## config.mk

```make
export PLATFORM = sky130hd
export DESIGN_NAME = io_module_map
export DESIGN_NICKNAME = d
export VERILOG_FILES = /design/src/io_map_pkg.sv /design/src/io_module_map.sv
export VERILOG_INCLUDE_DIRS = /design/src
export SDC_FILE = /design/constraint.sdc
export NUM_CORES = 1
export LEC_CHECK = 0
export ABC_AREA = 0
export BUFFER_PORTS_ARGS = -buffer_cell sky130_fd_sc_hd__buf_2
export CORE_MARGIN = 1.5
export CORE_UTILIZATION = 43
export CTS_CLUSTER_SIZE = 12
export DETAILED_ROUTE_END_ITERATION = 8
export PLACE_DENSITY = 0.74
export SYNTH_ARGS = -nofsm -noshare
export SYNTH_HDL_FRONTEND = slang
export SYNTH_SLANG_ARGS = --single-unit
```

## constraint.sdc

```tcl
create_clock -name mclk -period 1.45 [get_ports mclk]
set_clock_uncertainty 0.05 [all_clocks]
set_input_delay 0.29 -clock mclk [delete_from_list [all_inputs] [get_ports mclk]]
set_output_delay 0.29 -clock mclk [all_outputs]
set_load 0.05 [all_outputs]
```

## src/io_map_defs.svh

```systemverilog
// constants for the polled digital i/o module: byte map, alarm byte layout
// assumes the link slave logic outside presents byte-wide input reads and output writes
// Contract
// - all outputs forced off on host system alarm or power loss.
// - input block spans 16 bytes, output block spans 4 bytes.
// - pulse generator counters one to three sit at input bytes 12, 13, 14.
// - driver overcurrent and overheat flags appear at input byte 15.
// - a faulting driver holds its whole output byte off until cause clears.
// - alarm bit k flags driver of output byte k; bits 4 to 7 reserved zero.
// - outputs on only while commanded and output common supply present.
// - a group holds at most one basic plus one expansion module.
`ifndef IO_MAP_DEFS_SVH
`define IO_MAP_DEFS_SVH
`define IN_BLOCK_BYTES 5'h10
`define OUT_BLOCK_BYTES 3'h4
`define IN_ADDR_W 4
`define OUT_ADDR_W 2
`define IN_GENERAL_LAST 4'h5
`define IN_UNUSED_FIRST 4'h6
`define IN_UNUSED_LAST 4'hb
`define PULSE_COUNTER_FIRST 4'hc
`define PULSE_COUNTER_SECOND 4'hd
`define PULSE_COUNTER_THIRD 4'he
`define OUTPUT_DRIVER_ALARM 4'hf
`define ALARM_RESERVED 4'h0
`define GROUP_MAX_MODULES 2'h2
`define BYTE_ZERO 8'h00
`define BYTE_BITS 8
`define OUT_BYTES 4
`endif

```

## src/io_map_pkg.sv

```systemverilog
// types shared by the i/o module design
// assumes io_map_defs.svh supplies the numeric constants
package io_map_pkg;
    typedef logic [7:0] byte_t;
    typedef logic [3:0] drv_flags_t;
    typedef struct packed {
        logic [31:0] out_cmd;
        drv_flags_t alarm;
        byte_t rd_data;
        logic [31:0] out_pins;
    } state_s;
endpackage

```

## src/io_module_map.sv

```systemverilog
// digital i/o module: 16-byte input window, 4-byte output window, driver alarms
// assumes the link slave decodes the module's block and hands over byte offsets
`timescale 1ns/100ps
`include "io_map_defs.svh"
module io_module_map (
    input wire logic mclk, // 10 mhz clock
    input wire logic srst, // synchronous reset, high
    input wire logic [47:0] digital_input, // 48 general inputs, one module of a group
    input wire logic [7:0] pulse_count_1, // first pulse generator counter
    input wire logic [7:0] pulse_count_2, // second pulse generator counter
    input wire logic [7:0] pulse_count_3, // third pulse generator counter
    input wire logic [3:0] driver_fault, // per-byte overcurrent/overheat level
    input wire logic host_system_alarm, // host reports system alarm
    input wire logic power_ok, // host and module power present
    input wire logic output_common_supply, // output common supply present
    input wire logic in_rd, // input byte read strobe
    input wire logic [3:0] in_addr, // input byte offset
    output logic [7:0] in_data, // registered read data
    input wire logic out_wr, // output byte write strobe
    input wire logic [1:0] out_addr, // output byte offset
    input wire logic [7:0] out_wdata, // output byte value
    output logic [31:0] output_pins, // 32 driven outputs, 1 = on
    output logic [3:0] driver_alarm // live alarm flags per output byte
);
    io_map_pkg::state_s st_r; // registered state of the module
    io_map_pkg::state_s st_nxt; // next value of the state
    logic kill_all; // system alarm or power loss seen
    logic supply_lost; // output common supply opened
    logic [31:0] cmd_merged; // command word after this cycle's write
    logic [31:0] pins_faulted; // command word with faulting bytes held off
    io_map_pkg::byte_t rd_byte; // decoded input byte for this cycle's read

    // true for the offsets that carry the general inputs
    function automatic logic is_general(input logic [3:0] a);
        logic hit;
        hit = (a <= `IN_GENERAL_LAST);
        return hit;
    endfunction

    // true for the offsets that are left unused and read as zero
    function automatic logic is_unused(input logic [3:0] a);
        logic hit;
        hit = (a >= `IN_UNUSED_FIRST) && (a <= `IN_UNUSED_LAST);
        return hit;
    endfunction

    // alarm byte: live driver flags low, reserved bits forced to zero
    function automatic io_map_pkg::byte_t alarm_byte(input io_map_pkg::drv_flags_t al);
        io_map_pkg::byte_t v;
        v = {`ALARM_RESERVED, al};
        return v;
    endfunction

    // input window decode, offsets within the 16-byte block
    function automatic io_map_pkg::byte_t in_byte(input logic [3:0] a, input logic [47:0] di,
        input logic [7:0] c1, input logic [7:0] c2, input logic [7:0] c3, input logic [3:0] al);
        io_map_pkg::byte_t v;
        v = `BYTE_ZERO;
        if (is_general(a))
            v = di[a*`BYTE_BITS +: `BYTE_BITS];
        else if (is_unused(a))
            v = `BYTE_ZERO;
        else if (a == `PULSE_COUNTER_FIRST)
            v = c1;
        else if (a == `PULSE_COUNTER_SECOND)
            v = c2;
        else if (a == `PULSE_COUNTER_THIRD)
            v = c3;
        else if (a == `OUTPUT_DRIVER_ALARM)
            v = alarm_byte(al);
        return v;
    endfunction

    // one written byte merged into the 32-bit command word
    function automatic logic [31:0] merge_cmd(input logic [31:0] cur, input logic [1:0] a,
        input io_map_pkg::byte_t d);
        logic [31:0] w;
        w = cur;
        w[a*`BYTE_BITS +: `BYTE_BITS] = d;
        return w;
    endfunction

    // one output byte as its driver presents it: a fault holds it off
    function automatic io_map_pkg::byte_t drive_byte(input io_map_pkg::byte_t cmd, input logic fault);
        io_map_pkg::byte_t v;
        v = cmd;
        if (fault)
            v = `BYTE_ZERO;
        return v;
    endfunction

    // every output byte through its own driver protection
    function automatic logic [31:0] gate_faults(input logic [31:0] cmd, input io_map_pkg::drv_flags_t flt);
        logic [31:0] w;
        w = cmd;
        for (int k = 0; k < `OUT_BYTES; k++)
        begin
            w[k*`BYTE_BITS +: `BYTE_BITS] = drive_byte(cmd[k*`BYTE_BITS +: `BYTE_BITS], flt[k]);
        end
        return w;
    endfunction

    // gating conditions taken straight from the pins
    assign kill_all = host_system_alarm || !power_ok;
    assign supply_lost = !output_common_supply;

    // this cycle's write, fault gating and read decode
    assign cmd_merged = out_wr ? merge_cmd(st_r.out_cmd, out_addr, out_wdata) : st_r.out_cmd;
    assign pins_faulted = gate_faults(cmd_merged, driver_fault);
    assign rd_byte = in_byte(in_addr, digital_input, pulse_count_1, pulse_count_2, pulse_count_3, st_r.alarm);

    // next state: commands, alarms, gated outputs
    always_comb
    begin
        st_nxt = st_r;
        st_nxt.alarm = driver_fault; // clears as soon as the cause goes
        st_nxt.out_cmd = cmd_merged; // commands kept through a supply loss
        if (in_rd)
            st_nxt.rd_data = rd_byte; // held until the next read
        st_nxt.out_pins = pins_faulted;
        if (supply_lost)
            st_nxt.out_pins = '0;
        if (kill_all)
        begin
            st_nxt.out_pins = '0;
            st_nxt.out_cmd = '0; // commands dropped so outputs stay off after recovery
        end
        if (srst)
            st_nxt = '0;
    end

    // single state register
    always_ff @(posedge mclk)
    begin
        st_r <= st_nxt;
    end

    // outputs straight from the state flip-flops
    assign in_data = st_r.rd_data;
    assign output_pins = st_r.out_pins;
    assign driver_alarm = st_r.alarm;
endmodule

```

==> results.tsv <==
stage	metric	value	unit
layout	fillers	666	
clock_tree	clkTransAtPathRegs	0.08	ns
setup_path	critical_path_arrival	0.97	ns
power	cellLeakagePower	1.886	nW
setup_path	critPathTopFamily	flip-flops	
power	power.density	1069	mW/mm²
synth	yosysTopAreaCell	dfxtp_1	
placed_design	gp_congestion	0.8389	
setup_path	crit_type	reg2out	
layout	seq_area	0.001521	mm²
die	row_count	31	
global_route	grt_util_all_layers	20.50	%
clock_tree	clkLatencyLatePin	0.35	ns
clock_tree	cts.sinks	76	
synth	synth-edff-count	0	
layout	layout.nets	562	
synth	synth_cell_types	29	
clock_tree	cts_root_buf	clkbuf_8	
power	vdd_drop_max	0.7961	mV
global_route	grt_max_degree	33	
routing	wirelength	8404	µm
layout	diodes	0	
synth	synth_flop_cell	dfxtp_1	
sta	fin_crit	1.310	ns
global_route	grt_pass1_vias	2878	
clock_tree	post_cts_buffers	0	
routing	drc	0	
synth	yosysWarnings	0	
global_route	grt_pass1_wl	13480	µm
synth	yosysTopAreaCellShare	45.54	%
die	ios	141	
placed_design	hpwl	6421	µm
synth	synthXorXnorAreaFrac	0	%
clock_tree	h-tree-depth	3	
synth	synth-seq-cells	76	
synth	synth_fa_ha_area_share	1.873	%
setup_path	critPathSlowestCell	dfxtp_1	
global_route	overflow	0	
sta	worstMarginPinSlew	0.3600	ns
sta	hold_violations	0	
routing	drtAntennaViolNets	0	
synth	synth_compound_area_share	13.33	%
synth	ys_seq_area_share	45.54	%
synth	avgSynthCellArea	9.545	µm²
setup_path	critPathCaptureType	primary output	
synth	async_reset_ff_share	0	%
setup_path	crit_path_start_kind	register	
sta	rsz0062_at_grt	no	
die	die_area	0.008307	mm²
sta	max_freq	763.1	MHz
routing	dr.pass1.iters	4	
layout	drive_above_1_share	40.00	%
clock_tree	clk_path_buf_depth	2	
sta	slew_viol_final	0	
setup_path	cp_slowest_stage_delay	0.35	ns
synth	syn_area	0.003341	mm²
die	die_w	91.14	µm
run	max_cap_violations	0	
global_route	grt_antenna_before_repair	0	
clock_tree	cts_tree	built	
power	finalPower	4.475	mW
synth	syn_inst	350	
synth	synth_top_family_by_area	simple AND/OR/NAND/NOR gates	
synth	synth_nets	452	
routing	drt_iter0_drc	126	
routing	via_count	2832	
sta	finalSetupViolations	0	
layout	multi_input_area	0.001438	mm²
synth	yosys.area_share.simple	15.73	%
clock_tree	numCtsBuffers	9	
hold_path	hold_path.class	in2reg	
synth	synth.most_common_cell	dfxtp_1	
status	outcome	finished, final reports clean	
synth	ys_top_cells_by_area	dfxtp_1 46%, mux2i_1 11%, buf_4 10%	
clock_tree	cts_hold_buffers	0	
die	start_util	45.33	%
sta	hold-worst-slack	0.1090	ns
sta	max_slew_margin	76.00	%
routing	wire_per_inst	14.90	µm
setup_path	worst-path-buf-inv	1	
setup_path	crit_path_cell_trace	buf_2	
layout	syn_to_final_growth	25.32	%
die	die_y	91.14	µm
synth	synthTopCellsByCount	76 x dfxtp_1, 72 x nor2_1, 45 x buf_4	
sta	period_share	90.38	%
routing	routed_via_density	5.021	
setup_path	crit_required	1.11	ns
setup_path	critPathMaxFanout	2	
placed_design	portBuffers	140	
die	coreArea	0.007370	mm²
synth	synth_mux_area_share	10.79	%
logic make-up (layout without fill, tap and decap cells):
| group | count (synthesis) | in the layout |
|---|---|---|
| multiplexers | 36 | 36 |
| AO/OA/AOI/OAI | 60 | 60 |
| buffers and inverters | 65 | 180 |
| AND/OR/NAND/NOR | 108 | 108 |
| flip-flops | 76 | 76 |
| adder cells (fa/ha/maj) | 5 | 5 |
power breakdown:
part	leakage, nW	total (mW)	internal (mW)	switching [mW]
clock	0.106	1.77	0.977	0.797
combinational	1.17	0.581	0.251	0.330
sequential	0.615	2.12	2.11	0.0118
path summary, 6_finish.rpt:
check                                   from                    endpoint  slack [ns]  cells after the start
setup / recovery     in_data[3]$_SDFFE_PP0P_                  in_data[3]        0.14                      1
hold / removal               driver_fault[3]  driver_alarm[3]$_SDFF_PP0_        0.11                      2
setup reg to reg  driver_alarm[3]$_SDFF_PP0_     in_data[3]$_SDFFE_PP0P_        0.36                      4
hold reg to reg      in_data[5]$_SDFFE_PP0P_     in_data[5]$_SDFFE_PP0P_        0.44                      2
cell usage in the layout, fill, tap and decap left out, drive strengths merged:
master | netlist | routed
o32ai | 4 | 4
a211oi | 4 | 4
a22oi | 32 | 32
o21ai | 4 | 4
nand2 | 5 | 5
bufinv | 0 | 2
nor2 | 72 | 72
ha | 5 | 5
or3 | 1 | 1
nor3 | 11 | 11
nor2b | 4 | 4
dfxtp | 76 | 76
and2b | 1 | 1
o221ai | 4 | 4
nor4b | 1 | 1
clkinvlp | 0 | 2
clkinv | 0 | 1
mux2i | 36 | 36
inv | 3 | 5
nand2b | 2 | 2
buf | 56 | 161
o22ai | 8 | 8
or3b | 7 | 7
o2bb2ai | 4 | 4
and2 | 1 | 1
clkbuf | 6 | 9
nand3 | 1 | 1
nor4 | 2 | 2
registers in the layout, summed over array words and instances (netlist names):
name,flops
in_data,8
output_pins,32
st_r,32
driver_alarm,4
per-stage QoR:
stage	worst slack, ns	TNS, ns	cell area (µm²)	utilization [%]	instances
after global placement	-0.2094	-8.567	3946	53.55	548
after global routing	0.009851	0	4187	56.81	564
final	0.1395	0	4187	56.81	564
after floorplan	-0.02909	-0.5910	3372	-	350
after detailed placement	-0.2244	-10.48	3946	53.55	548
after CTS	0.1125	0	4168	56.55	564
what timing repair did:
action                     CTS  global route
hold endpoints to repair     0             0
setup endpoints to repair    0             6
resized for setup            0             3
area by class of cell:
class                      count  area share (%)
inverter                       3          0.2690
multi-input combinational    209           34.34
timing repair buffer         161           20.80
clock buffer                   9           2.959
clock inverter                 7           2.331
sequential                    76           36.34
tap                           99           2.959
layer usage:
metal / vias to the layer above / GRT usage (%) / wire length, µm / share of wire (%)
met5: - / 0 / 0 / 0
met4: 0 / 9.375 / 166 / 2.0
met3: 15 / 4.858 / 670 / 8.0
met2: 126 / 36.38 / 4207 / 50
met1: 1282 / 23.06 / 3359 / 40
li1: 1409 / - / - / -
(Power assumes the default switching activity.)
